$ cat config.mk
export PLATFORM = sky130hd
export DESIGN_NAME = erc_decoder
export DESIGN_NICKNAME = d
export VERILOG_FILES = /design/src/erc_pkg.sv /design/src/erc_dac_if.sv /design/src/erc_decoder.sv /design/src/erc_dual_dac.sv
export VERILOG_INCLUDE_DIRS = /design/src
export SDC_FILE = /design/constraint.sdc
export NUM_CORES = 1
export LEC_CHECK = 0
export BUFFER_PORTS_ARGS = -buffer_cell sky130_fd_sc_hd__buf_2
export CAP_MARGIN = 20
export CORE_AREA = 8 8 67 126
export DETAILED_ROUTE_END_ITERATION = 8
export DIE_AREA = 0 0 75 134
export PLACE_DENSITY = 0.72
export SETUP_SLACK_MARGIN = 0.05
export SLEW_MARGIN = 20
export SYNTH_ARGS = -nofsm -noshare
export SYNTH_HDL_FRONTEND = slang
export SYNTH_HIERARCHICAL = 1
export SYNTH_SLANG_ARGS = --single-unit
$ cat constraint.sdc
create_clock -name clk_i -period 3.63 [get_ports clk_i]
set_clock_uncertainty 0.15 [all_clocks]
set_input_delay 0 -clock clk_i [delete_from_list [all_inputs] [get_ports clk_i]]
set_output_delay 0 -clock clk_i [all_outputs]
set_load 0.05 [all_outputs]
$ cat src/erc_consts.svh
`ifndef ERC_CONSTS_SVH
`define ERC_CONSTS_SVH
// Channel decode
`define ERC_CH_SEL_W        3
`define ERC_CH_NUM_W        4
`define ERC_CH_BASE         4'h1
// Mode select field positions
`define ERC_MODE_B1         0
`define ERC_MODE_B2         1
// FSK bus width at the modulator
`define ERC_FSK_W           4
// Power sample width
`define ERC_DAC_W           8
// Audio sample width
`define ERC_AUD_W           16
// Reference and link timing
`define ERC_SYS_MHZ         125
`define ERC_REF_MHZ         10
`define ERC_LINK_DIV        ((`ERC_SYS_MHZ + 2 * `ERC_REF_MHZ - 1) / (2 * `ERC_REF_MHZ))
`define ERC_DIV_W           8
`define ERC_BIT_W           5
`endif

$ cat src/erc_pkg.sv
package erc_pkg;
    // Operating mode seen by the microcontroller
    typedef enum logic [1:0]
    {
        ERC_MODE_ANALOG,
        ERC_MODE_FSK2,
        ERC_MODE_FSK4,
        ERC_MODE_LOCAL
    } erc_mode_e;
    // Status alarms, one bit per line
    typedef struct packed
    {
        logic fault;
        logic mismatch;
        logic low_power;
        logic shutdown;
        logic over_temp;
        logic rf_input;
        logic modulation;
        logic tone;
    } erc_status_s;
endpackage : erc_pkg

$ cat src/erc_dac_if.sv
`timescale 1ns/1ps
`include "erc_consts.svh"
// Write path from the steering logic into the dual converter model
interface erc_dac_if;
    logic                  wr_fwd;   // Forward half strobe
    logic                  wr_ref;   // Reflected half strobe
    logic [`ERC_DAC_W-1:0] data;     // Shared write data
    logic [`ERC_DAC_W-1:0] fwd_q;    // Held forward value
    logic [`ERC_DAC_W-1:0] ref_q;    // Held reflected value
    modport master (output wr_fwd, output wr_ref, output data, input fwd_q, input ref_q);
    modport slave  (input wr_fwd, input wr_ref, input data, output fwd_q, output ref_q);
endinterface : erc_dac_if

$ cat src/erc_decoder.sv
`timescale 1ns/1ps
`include "erc_consts.svh"
module erc_decoder
    import erc_pkg::*;
#(
    parameter int unsigned AUD_W = `ERC_AUD_W,   // Audio sample width
    parameter int unsigned DAC_W = `ERC_DAC_W    // Power sample width
)
(
    input  wire logic                      clk_i,
    input  wire logic                      rstn_i,
    // Controller pins, asynchronous
    input  wire logic [`ERC_CH_SEL_W-1:0]  channel_choice_lines_i,
    input  wire logic [1:0]                mode_sel_i,
    input  wire logic                      fsk_symbol_bit_a_i,
    input  wire logic                      fsk_symbol_bit_b_i,
    input  wire logic                      fsk_bit_d_or_strobe_i,
    input  wire logic                      key_i,
    input  wire logic                      pa_low_power_mode_i,
    // Microcontroller side, same clock
    input  wire logic [AUD_W-1:0]          audio_sample_i,
    input  wire logic                      audio_valid_i,
    input  wire logic [DAC_W-1:0]          power_data_i,
    input  wire logic                      power_wr_fwd_i,
    input  wire logic                      power_wr_ref_i,
    input  wire erc_status_s               status_i,
    // Decoded values to the microcontroller
    output logic [`ERC_CH_NUM_W-1:0]       channel_o,
    output erc_mode_e                      mode_o,
    output logic                           mode_invalid_o,
    output logic                           key_o,
    output logic                           pa_low_power_o,
    output logic [`ERC_FSK_W-1:0]          fsk_data_o,
    // Serial audio link to the modulator
    output logic                           link_clk_o,
    output logic                           link_frame_o,
    output logic                           link_data_o,
    output logic                           audio_busy_o,
    // Power samples and alarm lines to the controller
    output logic [DAC_W-1:0]               forward_power_level_o,
    output logic [DAC_W-1:0]               reflected_power_level_o,
    output logic                           fault_alarm_o,
    output logic                           mismatch_flag_o,
    output logic                           low_power_alarm_o,
    output logic                           shutdown_alarm_o,
    output logic                           temp_alarm_o,
    output logic                           rf_input_alarm_o,
    output logic                           modulation_present_flag_o,
    output logic                           tone_decoder_o
);
    localparam int unsigned NPIN = `ERC_CH_SEL_W + 7;   // Pins through synchroniser

    // Channel number from active-low bits
    function automatic logic [`ERC_CH_NUM_W-1:0] ch_num(input logic [`ERC_CH_SEL_W-1:0] s);
        ch_num = `ERC_CH_BASE + {1'b0, ~s};
    endfunction : ch_num

    // Two-stage synchroniser on every controller pin
    logic [NPIN-1:0] meta_q, sync_q;
    logic [NPIN-1:0] pins;
    // Channel lines rest open (high); others rest low so release keeps analog, key off
    localparam logic [NPIN-1:0] SYNC_IDLE = {{`ERC_CH_SEL_W{1'b1}},
                                             {(NPIN-`ERC_CH_SEL_W){1'b0}}};
    assign pins = {channel_choice_lines_i, mode_sel_i, fsk_symbol_bit_a_i,
                   fsk_symbol_bit_b_i, fsk_bit_d_or_strobe_i, key_i, pa_low_power_mode_i};

    always_ff @(posedge clk_i)
    begin
        if (!rstn_i)
        begin
            meta_q <= SYNC_IDLE;   // Idle levels, no false mode or key after reset
            sync_q <= SYNC_IDLE;
        end
        else
        begin
            meta_q <= pins;
            sync_q <= meta_q;
        end
    end

    // Unpack synchronised pins
    logic [`ERC_CH_SEL_W-1:0] s_ch;
    logic [1:0]               s_mode;
    logic                     s_da, s_db, s_dd, s_key, s_lpm;
    assign {s_ch, s_mode, s_da, s_db, s_dd, s_key, s_lpm} = sync_q;

    // Decode state
    logic [`ERC_CH_NUM_W-1:0] ch_d, ch_q;
    erc_mode_e                mode_d, mode_q;
    logic                     inv_d, inv_q;
    logic [`ERC_FSK_W-1:0]    fsk_d, fsk_q;
    erc_status_s              st_d, st_q;
    logic                     key_q, lpm_q;

    // Channel, mode and FSK decode
    always_comb
    begin
        ch_d   = ch_num(s_ch);
        mode_d = mode_q;
        inv_d  = 1'b0;
        case ({s_mode[`ERC_MODE_B2], s_mode[`ERC_MODE_B1]})
            2'b00:   mode_d = ERC_MODE_ANALOG;
            2'b01:   mode_d = ERC_MODE_FSK2;
            2'b11:   mode_d = ERC_MODE_FSK4;
            default: inv_d  = 1'b1;
        endcase
        // Only bits a and b are live; upper bits strapped low
        fsk_d = {2'b00, s_db, s_da};
        st_d  = status_i;
    end

    // Decode registers
    always_ff @(posedge clk_i)
    begin
        if (!rstn_i)
        begin
            ch_q   <= `ERC_CH_BASE;
            mode_q <= ERC_MODE_ANALOG;
            inv_q  <= 1'b0;
            fsk_q  <= '0;
            st_q   <= '0;
            key_q  <= 1'b0;
            lpm_q  <= 1'b0;
        end
        else
        begin
            ch_q   <= ch_d;
            mode_q <= mode_d;
            inv_q  <= inv_d;
            fsk_q  <= fsk_d;
            st_q   <= st_d;
            key_q  <= s_key;
            lpm_q  <= s_lpm;
        end
    end

    // Serial audio link: reference-rate clock, MSB first
    typedef enum logic [1:0] { ERC_L_IDLE, ERC_L_SHIFT } erc_link_e;
    erc_link_e          ls_d, ls_q;
    logic [`ERC_DIV_W-1:0] div_d, div_q;
    logic               lclk_d, lclk_q;
    logic [AUD_W-1:0]   sh_d, sh_q;
    logic [`ERC_BIT_W-1:0] bit_d, bit_q;
    logic               frm_d, frm_q;
    logic               busy_d, busy_q;
    logic               dat_d, dat_q;     // Registered serial bit

    // Link sequencer; samples offered while busy are dropped
    always_comb
    begin
        ls_d   = ls_q;
        div_d  = div_q;
        lclk_d = lclk_q;
        sh_d   = sh_q;
        bit_d  = bit_q;
        frm_d  = frm_q;
        busy_d = busy_q;
        // Divider runs free so the clock derives from the reference
        if (div_q == `ERC_DIV_W'(`ERC_LINK_DIV - 1))
        begin
            div_d  = '0;
            lclk_d = ~lclk_q;
        end
        else
            div_d = div_q + 1'b1;
        case (ls_q)
            ERC_L_IDLE:
            begin
                if (audio_valid_i && mode_q == ERC_MODE_ANALOG)
                begin
                    sh_d   = audio_sample_i;
                    bit_d  = `ERC_BIT_W'(AUD_W);
                    busy_d = 1'b1;
                    ls_d   = ERC_L_SHIFT;
                end
            end
            ERC_L_SHIFT:
            begin
                // Advance data on the falling link edge
                if (div_q == `ERC_DIV_W'(`ERC_LINK_DIV - 1) && lclk_q)
                begin
                    if (bit_q == '0)
                    begin
                        frm_d  = 1'b0;
                        busy_d = 1'b0;
                        ls_d   = ERC_L_IDLE;
                    end
                    else
                    begin
                        frm_d = 1'b1;
                        bit_d = bit_q - 1'b1;
                        if (frm_q)
                            sh_d = {sh_q[AUD_W-2:0], 1'b0};
                    end
                end
            end
            default: ls_d = ERC_L_IDLE;
        endcase
        // Bit is gated by the frame so the line rests low between frames
        dat_d = frm_d & sh_d[AUD_W-1];
    end

    // Link registers
    always_ff @(posedge clk_i)
    begin
        if (!rstn_i)
        begin
            ls_q   <= ERC_L_IDLE;
            div_q  <= '0;
            lclk_q <= 1'b0;
            sh_q   <= '0;
            bit_q  <= '0;
            frm_q  <= 1'b0;
            busy_q <= 1'b0;
            dat_q  <= 1'b0;
        end
        else
        begin
            ls_q   <= ls_d;
            div_q  <= div_d;
            lclk_q <= lclk_d;
            sh_q   <= sh_d;
            bit_q  <= bit_d;
            frm_q  <= frm_d;
            busy_q <= busy_d;
            dat_q  <= dat_d;
        end
    end

    // Power sample steering into the dual converter
    erc_dac_if dac_bus ();
    assign dac_bus.data   = power_data_i;
    assign dac_bus.wr_fwd = power_wr_fwd_i & ~power_wr_ref_i;
    assign dac_bus.wr_ref = power_wr_ref_i & ~power_wr_fwd_i;

    erc_dual_dac u_dac
    (
        .clk_i  (clk_i),
        .rstn_i (rstn_i),
        .dac    (dac_bus.slave)
    );

    // Output mapping
    assign channel_o                 = ch_q;
    assign mode_o                    = mode_q;
    assign mode_invalid_o            = inv_q;
    assign key_o                     = key_q;
    assign pa_low_power_o            = lpm_q;
    assign fsk_data_o                = fsk_q;
    assign link_clk_o                = lclk_q;
    assign link_frame_o              = frm_q;
    assign link_data_o               = dat_q;
    assign audio_busy_o              = busy_q;
    assign forward_power_level_o     = dac_bus.fwd_q;
    assign reflected_power_level_o   = dac_bus.ref_q;
    assign fault_alarm_o             = st_q.fault;
    assign mismatch_flag_o           = st_q.mismatch;
    assign low_power_alarm_o         = st_q.low_power;
    assign shutdown_alarm_o          = st_q.shutdown;
    assign temp_alarm_o              = st_q.over_temp;
    assign rf_input_alarm_o          = st_q.rf_input;
    assign modulation_present_flag_o = st_q.modulation;
    assign tone_decoder_o            = st_q.tone;
endmodule : erc_decoder

$ cat src/erc_dual_dac.sv
`timescale 1ns/1ps
`include "erc_consts.svh"
// Two-word holding store for the dual converter halves
module erc_dual_dac
    import erc_pkg::*;
(
    input  wire logic clk_i,
    input  wire logic rstn_i,
    erc_dac_if.slave  dac
);
    logic [`ERC_DAC_W-1:0] fwd_d, fwd_q;   // Forward half
    logic [`ERC_DAC_W-1:0] ref_d, ref_q;   // Reflected half

    // Each strobe loads only its own half
    always_comb
    begin
        fwd_d = fwd_q;
        ref_d = ref_q;
        if (dac.wr_fwd)
            fwd_d = dac.data;
        if (dac.wr_ref)
            ref_d = dac.data;
    end

    // Registers
    always_ff @(posedge clk_i)
    begin
        if (!rstn_i)
        begin
            fwd_q <= '0;
            ref_q <= '0;
        end
        else
        begin
            fwd_q <= fwd_d;
            ref_q <= ref_d;
        end
    end

    assign dac.fwd_q = fwd_q;
    assign dac.ref_q = ref_q;
endmodule : erc_dual_dac

# After elaboration in Yosys (flattened, before gate mapping)
# Cells that the tools add are included.
# totals
register_bits,92
elab_cells,84
# classes
add_sub_neg,3
n_eq_ne,9
n_mux,22
bitwise,8
reduce_logical,14
# op_table
op,n
2-to-1 mux 16 bit,4
case mux 16 bit (2 select lines),1
2-to-1 mux 5 bit,3
"inequality test 2 bit, second input constant",5
case mux 5 bit (2 select lines),1
"adder 8 x 1 -> 8 bit, second input constant",1
"equality test 8 x 3 -> 1 bit, second input constant",1
AND reduction 4 bit,2
2-to-1 mux 1 bit,7
logical NOT 2 bit,3
2-to-1 mux 2 bit,3
case mux 2 bit (3 select lines),1
logical NOT 5 bit,1
AND reduction 5 bit,1
"subtractor 5 x 1 -> 5 bit, second input constant",1
"adder 1 x 3 -> 4 bit, first input constant",1
"equality test 2 x 1 -> 1 bit, second input constant",2
NOT 1 bit,4
case mux 2 bit (2 select lines),1
bitwise AND 1 bit,3
NOT 3 bit,1
AND reduction 3 bit,1
nonzero test 3 bit,1
OR reduction 3 bit,1
other kinds (5),6

# Logic depth before layout (Yosys ltp)
# Gate-level depths: netlist (run 1).
# logic_depth
word_depth,5
ltp_mapped,7
mapped_depth_nobuf,6

# By module
# The synthesis (run 1) kept the hierarchy.
# by_module_without_submodules
module,n_inst,cells_per_inst,area_per_inst_um2,seq_area_each_um2
erc_decoder,1,275,2661.3,1401.3
erc_dual_dac,1,51,608.1,320.3

# Least setup slack after synthesis (run 1)
# Ideal clock, no wire load.
# synth_path
path_type,reg2reg
startpoint,"register, netlist name audio_busy_o"
endpoint,register sh_q[10]
setup_time_ns,0.132
arrival_time_ns,1.923
required_ns,3.348
path_slack_ns,1.424
path_stages_with_launch,8
path_buffers,3
period_less_slack_ns,2.206
cell_sequence,dfxtp_1 > clkbuf_1 > or4b_2 > clkbuf_1 > clkbuf_1 > nand2_1 > a21o_1 > a21oi_1
# synth_lines
item,line,source
end signal: assignment,erc_decoder.sv:211,sh_q <= '0;
end signal: assignment,erc_decoder.sv:222,sh_q <= sh_d;
end: declaration,erc_decoder.sv:142,"logic [AUD_W-1:0] sh_d, sh_q;"

# Worst setup path after layout (run 1)
# layout_path
startpoint,register bit_q[0]
endpoint,register sh_q[3]
# layout_between
elab_chain_len,3
# layout_rtl
item,line,source
start: declaration,erc_decoder.sv:143,"logic [`ERC_BIT_W-1:0] bit_d, bit_q;"
start signal: assignment,erc_decoder.sv:223,bit_q <= bit_d;
logical NOT 5 bit,erc_decoder.sv:182,if (bit_q == '0)
inequality test 2 bit (no source line),--,
AND reduction 5 bit (no source line),--,
# No other way between the ends.
# A chain may end at the register's enable or synchronous reset.

==> flow_summary.yaml, run 1 <==
placed_design:
  place_ws_ns: 1.241
  gp_congestion: 0.7425
  port_buffers: 84
  hpwl_um: 4720
  dpl_cell_area_um2: 3699
global_routing:
  top_usage_layer: "met2"
  grt.overflow.total: 0
  grt_use_met2_pct: 25.24
  grt_usage_pct: 15.02
  grtUsageMet3_pct: 4.263
  grt_max_degree: 53
  use_met1_pct: 16.29
  grt_first_pass_wirelength_um: 11810
  antenna_found_initial: 0
  grt_pass1_vias: 2625
power_and_ir_drop:
  seq_power_share_pct: 45.7
  swShare_pct: 23.06
  p_leak_nw: 1.890
  irDropWorstVdd_mv: 0.2903
  combPwrFrac_pct: 11.3
  clockPowerShare_pct: 43.0
  p_int_w: 0.001695
  p_per_area_nw_per_um2: 499.0
  power_switching_w: 0.0005080
synthesis:
  yosys_warnings: 6
  synth_top_area_share_pct: 52.66
  ys_seq_area_share_pct: 52.66
  syn-cell-area_um2: 3269
  synth_seq_cells: 86
  synth.largest_area_cell: "dfxtp_1"
  async_reset_ff_share_pct: 0
  synth_top_cells_by_area: "dfxtp_1, mux2i_1, and2_1"
  netlist_instances: 326
  synthFlopType: "dfxtp_1"
  ys_types: 42
  synth_area_per_cell_um2: 10.03
  synth_edf_count: 0
final_layout:
  finalCoreUtilization_pct: 64.60
  layout_common_cells: "dfxtp_1, buf_2, dlygate4sd3_1"
  layout.nets: 494
  design_area_um2: 4414
  final_layout_size_suffix_gt1_share_pct: 23.88
  nFillCells: 561
  area_delta_synth_final_pct: 35.02
  num_antenna_cells: 0
  layout_commonest_cell: "dfxtp_1"
clock_tree:
  cts_buffers: 9
  clock_sinks: 86
  postCtsSetupBuffers: 0
  root_buffer: "clkbuf_16"
  cts_buffer_depth: 2
  clock_latency_ns: 0.32
  cts_tree: "done"
  htreeDepth: 3
  cts-resized-gates: 0
  cts_hold_buffers: 40
  clkTransAtPathRegs_ns: 0.06
floorplanning:
  rows: 43
  dieArea_um2: 10050
  die_w_um: 75
  die_y_um: 134
  ios: 88
  core_area_um2: 6833
  initial_utilization_pct: 47.85
critical_path:
  cp-start-kind: "register"
  critPathSlowestCell: "nor4b_1"
  arrival_ns: 2.44
  critPathRequiredTime_ns: 3.66
  crit_type: "register to register"
  path_cells: "inv_1 > ha_1 > nor4b_1 > nor4_4 > buf_4 > a32oi_1 > a21oi_1"
  worst-path-max-fanout: 34
  cp-end-kind: "register"
  critPathMaxStageDelay_ns: 0.84
drt:
  num_vias: 2632
  drcViolationCount: 0
  wirelength_um: 7246
  drt_iter0_markers: 150
  drtPass1Iterations: 6
  routed_via_density: 4.892
  avgRoutedWirePerCell_um: 13.47
  ant_nets: 0
timing:
  setup_viol: 0
  finalSetupTns_ns: 0
  hold_slack_ns: 0.03715
  hold_viol: 0
  slew_viol_final: 0
  worst_pin_slew_ns: 1.062
  post-route-period-util_pct: 66.36
  layout_setup_ws_ns: 1.221
  max-slew-margin-rel_pct: 29.08
  final.min_clock_period_ns: 2.409
  max_freq_mhz: 415.1
  grt_setup_unrepaired: "no"
status:
  outcome: "finished, final reports clean"
job:
  max_cap_violations: 0
hold_path:
  hold_class: "input pin to register"
## power groups by stage
stage / sequential [W] / clock [W] / combinational (W)
finish: 0.00101 / 0.000947 / 0.000249
global route: 0.00101 / 0.00101 / 0.000269
CTS: 0.00101 / 0.000972 / 0.000250
detailed placement: 0.00103 / 0 / 0.000216
global placement: 0.00102 / 0 / 0.000208
floorplan: 0.00108 / 0 / 0.0000981
## worst max-delay path: cells and delay by family, from the launching register on
kind / cells / cell delay (ns)
fa+ha+maj: 1 / 0.21
simple gates: 2 / 0.86
buf+inv: 2 / 0.35
compound gates: 2 / 0.37
flops: 1 / 0.31
## cells in the mapped netlist (2+ instances only)
| cell type | n |
|---|---|
| a21o_1 | 16 |
| a21oi_1 | 20 |
| a32oi_1 | 14 |
| and2_1 | 25 |
| buf_2 | 2 |
| buf_4 | 3 |
| buf_6 | 4 |
| clkbuf_1 | 12 |
| dfxtp_1 | 86 |
| ha_1 | 4 |
| inv_1 | 5 |
| mux2i_1 | 18 |
| nand2_1 | 31 |
| nand2b_1 | 7 |
| nand3_1 | 3 |
| nand3b_1 | 2 |
| nor2_1 | 22 |
| nor2b_1 | 18 |
| nor3_1 | 2 |
| nor3b_1 | 2 |
| nor4b_1 | 3 |
| xnor2_1 | 4 |
| xor2_1 | 4 |
## metal layers
layer	routed length [um]	up-vias
met4	117	0
met2	3748	81
met1	2887	1203
met3	493	9
li1	-	1339
met5	0	-
## state kept, by name, indices dropped and copies added (netlist names), 2 cells and up
name and cells:
u_dac/dac.ref_q 8, div_q 8, fsk_data_o 2, sh_q 16, channel_o 4, sync_q 9
mode_o 2, u_dac/dac.fwd_q 8, bit_q 5, meta_q 9
## final timing paths
path	startpoint	endpoint	slack (ns)	cells past startpoint
min	rstn_i	meta_q[9]	0.04	2
max reg2reg	bit_q[0]	sh_q[3]	1.22	7
min reg2reg	meta_q[8]	sync_q[8]	0.26	1
max	bit_q[0]	sh_q[3]	1.22	7
## cells by family after synthesis
family	count (synthesis)	synth area share, %
AO/OA/AOI/OAI	57	12.25
multiplexers	19	5.855
XOR/XNOR	8	2.143
buffers and inverters	27	4.439
flip-flops	86	52.66
adder cells (fa/ha/maj)	4	1.531
other	1	0.1147
AND/OR/NAND/NOR	124	21.01
## metrics by stage
step	cells	power, W
2_1_floorplan	327	0.001181
3_3_place_gp	482	0.001233
3_5_place_dp	482	0.001243
4_1_cts	538	0.002228
5_1_grt	538	0.002293
6_report	538	0.002203
## layout make-up
type	count	area (um2)	area share, %
Clock buffer	11	232.7	5.272
Clock inverter	5	82.58	1.871
Inverter	6	22.52	0.5102
Multi-Input combinational cell	214	1406	31.86
Sequential cell	86	1722	39.00
Tap cell	90	112.6	2.551
Timing Repair Buffer	126	835.8	18.93
(Power assumes the default switching activity.)
==> run 2, diff against run 1 <==
Clock period 3.63 ns to 2.4 ns, I/O delays scaled along.
==> flow_summary.yaml, run 2 (synthesized netlist as in run 1, its figures left out) <==
timing:
  finalSetupTns_ns: 0
  grt_setup_unrepaired: "no"
  post-route-period-util_pct: 90.59
  max_freq_mhz: 459.9
  slew_viol_final: 0
  layout_setup_ws_ns: 0.2258
  setup_viol: 0
  worst_pin_slew_ns: 0.9225
  final.min_clock_period_ns: 2.174
  max-slew-margin-rel_pct: 38.38
  hold_viol: 0
placed_design:
  gp_congestion: 0.8224
  port_buffers: 84
  hpwl_um: 4991
  dpl_cell_area_um2: 3734
  place_ws_ns: 0.1193
hold_path:
  hp-start: "rstn_i"
  min_to: "sync_q[8]"
  hold_class: "input pin to register"
  hold_depth: 3
critical_path:
  worst-path-max-fanout: 17
  reg2reg_from: "bit_q[0]"
  critPathRequiredTime_ns: 2.44
  crit_type: "register to register"
  cp-start-kind: "register"
  r2r_end: "sh_q[6]"
  reg2regPathDepth: 9
  r2r_setup_slack_ns: 0.23
  arrival_ns: 2.21
  cp-end-kind: "register"
status:
  outcome: "finished, final reports clean"
floorplanning:
  core_area_um2: 6833
  initial_utilization_pct: 47.85
  rows: 43
  dieArea_um2: 10050
  die_w_um: 75
  die_y_um: 134
  ios: 88
global_routing:
  grt_first_pass_wirelength_um: 11860
  grt_max_degree: 52
  antenna_found_initial: 1
  grt_pass1_vias: 2652
  grt_usage_pct: 15.02
  grt.overflow.total: 0
final_layout:
  register_area_um2: 1722
  multi_input_area_um2: 1406
  layout_common_cells: "dfxtp_1, buf_2, dlygate4sd3_1"
  finalCoreUtilization_pct: 65.54
  nFillCells: 567
  final_layout_size_suffix_gt1_share_pct: 25.17
  regMostFlops: "sh_q"
  design_area_um2: 4478
  layout_commonest_cell: "dfxtp_1"
  largest_register_ffs: 16
  top_regs: "sh_q x16, meta_q x9, sync_q x9"
  area_delta_synth_final_pct: 36.97
  layout.nets: 499
drt:
  drt_iter0_markers: 152
  drtPass1Iterations: 4
  ant_nets: 0
  drcViolationCount: 0
  wirelength_um: 7715
  avgRoutedWirePerCell_um: 14.18
  num_vias: 2724
  routed_via_density: 5.007
clock_tree:
  clock_latency_ns: 0.32
  htreeDepth: 3
  cts-resized-gates: 0
  clkTransAtPathRegs_ns: 0.06
  cts_buffers: 9
  cts_tree: "done"
  cts_buffer_depth: 2
  clock_sinks: 86
  root_buffer: "clkbuf_16"
power_and_ir_drop:
  p_per_area_nw_per_um2: 735.0
  irDropWorstVdd_mv: 0.5306
  total_power_w: 0.003291
  p_leak_nw: 1.921
job:
  max_cap_violations: 0
[run 2: cell types whose count changed in the layout (fill, tap and decap cells not counted)]
cell        change
bufinv_16       -1
clkinvlp_4      +1
diode_2         +1
buf_12          +1
clkbuf_16       +1
clkinv_4        -1
buf_4           +3
clkinv_2        +1
clkbuf_1        -2
clkbuf_8        +2
[run 2: worst max path at each step]
stage                       startpoint  endpoint  slack (ns)  cells after the start
after floorplan           audio_busy_o  sh_q[10]        0.19                      7
after global placement        div_q[0]  bit_q[1]        0.17                      7
after detailed placement      div_q[0]  bit_q[1]        0.12                      7
after CTS                     div_q[0]  bit_q[1]        0.11                      7
after global routing          bit_q[0]   sh_q[6]        0.11                      9
final                         bit_q[0]   sh_q[6]        0.23                      9
[run 2: metal layers]
| metal | part of all wire (%) | track usage, % | up-vias |
|---|---|---|---|
| met1 | 39 | 16.24 | 1269 |
| met3 | 6.6 | 4.114 | 17 |
| met4 | 2.5 | 7.473 | 0 |
| met2 | 52 | 25.34 | 86 |
| met5 | 0 | 0 | - |
| li1 | - | - | 1352 |
[run 2: critical path, cell delays in order (launching register included)]
cell and delay, ns:
dfxtp_1 0.34, inv_1 0.07, ha_1 0.24, nor4b_1 0.16, buf_4 0.16, nor4_4 0.35, buf_4 0.19, clkbuf_16 0.16
a21o_1 0.13, a21oi_1 0.06
[run 2: where the power goes]
part | switching, W | internal (W)
sequential | 0.0000325 | 0.00149
clock | 0.000525 | 0.000862
combinational | 0.000221 | 0.000160
[run 2: repair_timing]
action / in CTS / in global routing
endpoints found under the setup margin: 0 / 1
buffers inserted: 0 / 1
hold buffers: 40 / 0
endpoints found under the hold margin: 48 / 0
[run 2: final cells by class]
class                           count  share of cell area (%)
Multi-Input combinational cell    214                   31.41
Clock buffer                       11                   5.644
Timing Repair Buffer              131                   20.17
Antenna cell                        1                 0.05588
Tap cell                           90                   2.515
Clock inverter                      5                   1.257
Inverter                            6                  0.5029
Sequential cell                    86                   38.45
[run 2: through the flow]
| step | std cells | hold WS [ns] |
|---|---|---|
| after global routing | 544 | 0.05728 |
| after detailed placement | 485 | 0.04457 |
| final | 544 | 0.01802 |
| after floorplan | 327 | -0.07696 |
| after CTS | 541 | 0.01398 |
| after global placement | 485 | 0.03732 |
==> run 3, diff against run 2 <==
Settings changed: ABC_AREA set to 1, CORE_AREA 8 8 67 126 to 8 8 81 155, DIE_AREA 0 0 75 134 to 0 0 89 163, PLACE_DENSITY 0.72 to 0.54.
==> flow_summary.yaml, run 3 <==
synthesis:
  yosys-top-cells-count: "nand2_1, dfxtp_1, inv_1, nor2_1, a21oi_1"
  syn-cell-area_um2: 3627
  yosys_warnings: 6
  synthFlopType: "dfxtp_1"
  synth_area_per_cell_um2: 7.183
  synth_seq_cells: 86
  ys_seq_area_share_pct: 47.46
  async_reset_ff_share_pct: 0
  synth_edf_count: 0
  synth.most_common_cell: "nand2_1"
  synth.largest_area_cell: "dfxtp_1"
  synth_top_cells_by_area: "dfxtp_1, nand2_1, inv_1"
  netlist_instances: 505
  synth_top_area_share_pct: 47.46
  ys_types: 30
final_layout:
  num_antenna_cells: 0
  nFillCells: 1124
  layout_commonest_cell: "nand2_1"
  multi_input_area_um2: 1420
  top_regs: "sh_q x16, meta_q x9, sync_q x9"
  layout.nets: 681
  largest_register_ffs: 16
  regMostFlops: "sh_q"
  area_delta_synth_final_pct: 33.32
  layout_common_cells: "nand2_1, inv_1, dfxtp_1"
  final_layout_size_suffix_gt1_share_pct: 21.73
  register_area_um2: 1722
critical_path:
  r2r_setup_slack_ns: 0.51
  crit_cells: 8
  cp-start-kind: "register"
  crit_start: "bit_q[0]"
  cpLargestDelayFamily: "simple AND/OR/NAND/NOR gates"
  critPathBufInv: 2
  arrival_ns: 2.01
  critPathSlowestCell: "dfxtp_1"
  critPathMaxStageDelay_ns: 0.31
  crit_type: "register to register"
  crit_end: "sh_q[6]"
  reg2reg_from: "bit_q[0]"
  reg2regPathDepth: 8
  worst-path-max-fanout: 18
  cp-end-kind: "register"
  critPathRequiredTime_ns: 2.52
  r2r_end: "sh_q[6]"
  path_cells: "inv_1 > ha_1 > nand3_4 > a21oi_2 > inv_1 > nand2_2 > nand2_1 > a21oi_2"
timing:
  setup_viol: 0
  final.min_clock_period_ns: 1.893
  slew_viol_final: 0
  finalSetupTns_ns: 0
  worst_pin_slew_ns: 0.8304
  grt_setup_unrepaired: "no"
  max-slew-margin-rel_pct: 44.58
  post-route-period-util_pct: 78.87
  max_freq_mhz: 528.3
  hold_viol: 0
drt:
  num_vias: 3263
  ant_nets: 0
  wirelength_um: 8554
  drt_iter0_markers: 113
  avgRoutedWirePerCell_um: 11.08
  routed_via_density: 4.227
  drcViolationCount: 0
  drtPass1Iterations: 4
placed_design:
  gp_congestion: 0.7597
  hpwl_um: 5959
  port_buffers: 84
global_routing:
  grt_pass1_vias: 3137
  grt_max_degree: 50
  grt_first_pass_wirelength_um: 13980
  antenna_found_initial: 0
  grt.overflow.total: 0
  grt_usage_pct: 12.32
clock_tree:
  cts_buffers: 9
  clkTransAtPathRegs_ns: 0.07
  cts_tree: "done"
  clock_latency_ns: 0.34
  root_buffer: "clkbuf_16"
  clock_sinks: 86
  cts_buffer_depth: 2
  htreeDepth: 3
job:
  max_cap_violations: 0
status:
  outcome: "finished, final reports clean"
power_and_ir_drop:
  p_leak_nw: 2.542
  p_per_area_nw_per_um2: 684.6
  total_power_w: 0.003311
  irDropWorstVdd_mv: 0.3891
floorplanning:
  die_y_um: 163
  die_w_um: 89
  dieArea_um2: 14510
  ios: 88
  rows: 53
  initial_utilization_pct: 34.62
  core_area_um2: 10480
hold_path:
  hold_class: "input pin to register"
## run 3: final cells by class
| cell class | count | area share, % |
|---|---|---|
| well taps | 137 | 3.545 |
| flip-flops and latches | 86 | 35.60 |
| clock inverters | 6 | 0.9832 |
| multi-input cells | 312 | 29.37 |
| repair buffers | 135 | 18.89 |
| clock buffers | 10 | 4.942 |
| inverters | 86 | 6.675 |
## run 3: how the worst min path moves through the flow
stage                start                to  slack (ns)  cells after the start
2_1_floorplan  status_i[7]     fault_alarm_o       -0.05                      2
3_3_place_gp   status_i[3]      temp_alarm_o        0.03                      3
3_5_place_dp   status_i[2]  rf_input_alarm_o        0.04                      3
4_1_cts             rstn_i      channel_o[1]        0.08                      4
5_1_grt             rstn_i             key_o        0.11                      4
6_report            rstn_i      channel_o[0]        0.09                      3
## run 3: where the power goes
| group | switching (W) | internal (W) | leakage (nW) |
|---|---|---|---|
| Clock | 0.000585 | 0.000732 | 0.127 |
| Sequential | 0.0000363 | 0.00150 | 0.707 |
| Combinational | 0.000291 | 0.000167 | 1.71 |
## run 3: stage by stage
| stage | worst slack, ns | instances | utilization, % | hold slack, ns | cell area (um2) |
|---|---|---|---|---|---|
| 2_1_floorplan | 0.6647 | 506 | - | -0.05237 | 3631 |
| 3_3_place_gp | 0.5025 | 712 | 39.22 | 0.03084 | 4109 |
| 3_5_place_dp | 0.4936 | 712 | 39.22 | 0.03609 | 4109 |
| 4_1_cts | 0.4761 | 772 | 46.15 | 0.07883 | 4836 |
| 5_1_grt | 0.3013 | 772 | 46.15 | 0.1146 | 4836 |
| 6_report | 0.5070 | 772 | 46.15 | 0.08527 | 4836 |
## run 3: per-layer routing
metal  part of all wire, %  vias up  GRT usage, %
li1                      -     1729             -
met5                     0        -             0
met2                    53       73         22.63
met3                   6.1       11         3.236
met1                    39     1450         12.16
met4                   2.0        0         5.721
## run 3: cells by family (layout without fill, tap and decap cells)
family | after synthesis | after routing | synth area share (%)
buffers and inverters | 108 | 237 | 13.49
XOR/XNOR | 3 | 3 | 0.7245
flip-flops | 86 | 86 | 47.46
other | 1 | 2 | 0.1034
AND/OR/NAND/NOR | 271 | 271 | 31.22
AO/OA/AOI/OAI | 32 | 32 | 5.623
adder cells (fa/ha/maj) | 4 | 4 | 1.380
## run 3: what timing repair did
item,4_1_cts,5_1_grt
hold buffers,44,0
gates resized for setup,0,0
buffers inserted,0,0
hold endpoints to repair,52,0
## run 3: worst min-delay path, cell delays in order
cell     delay [ns]
buf_2          0.11
buf_4          0.27
nand2_1        0.14
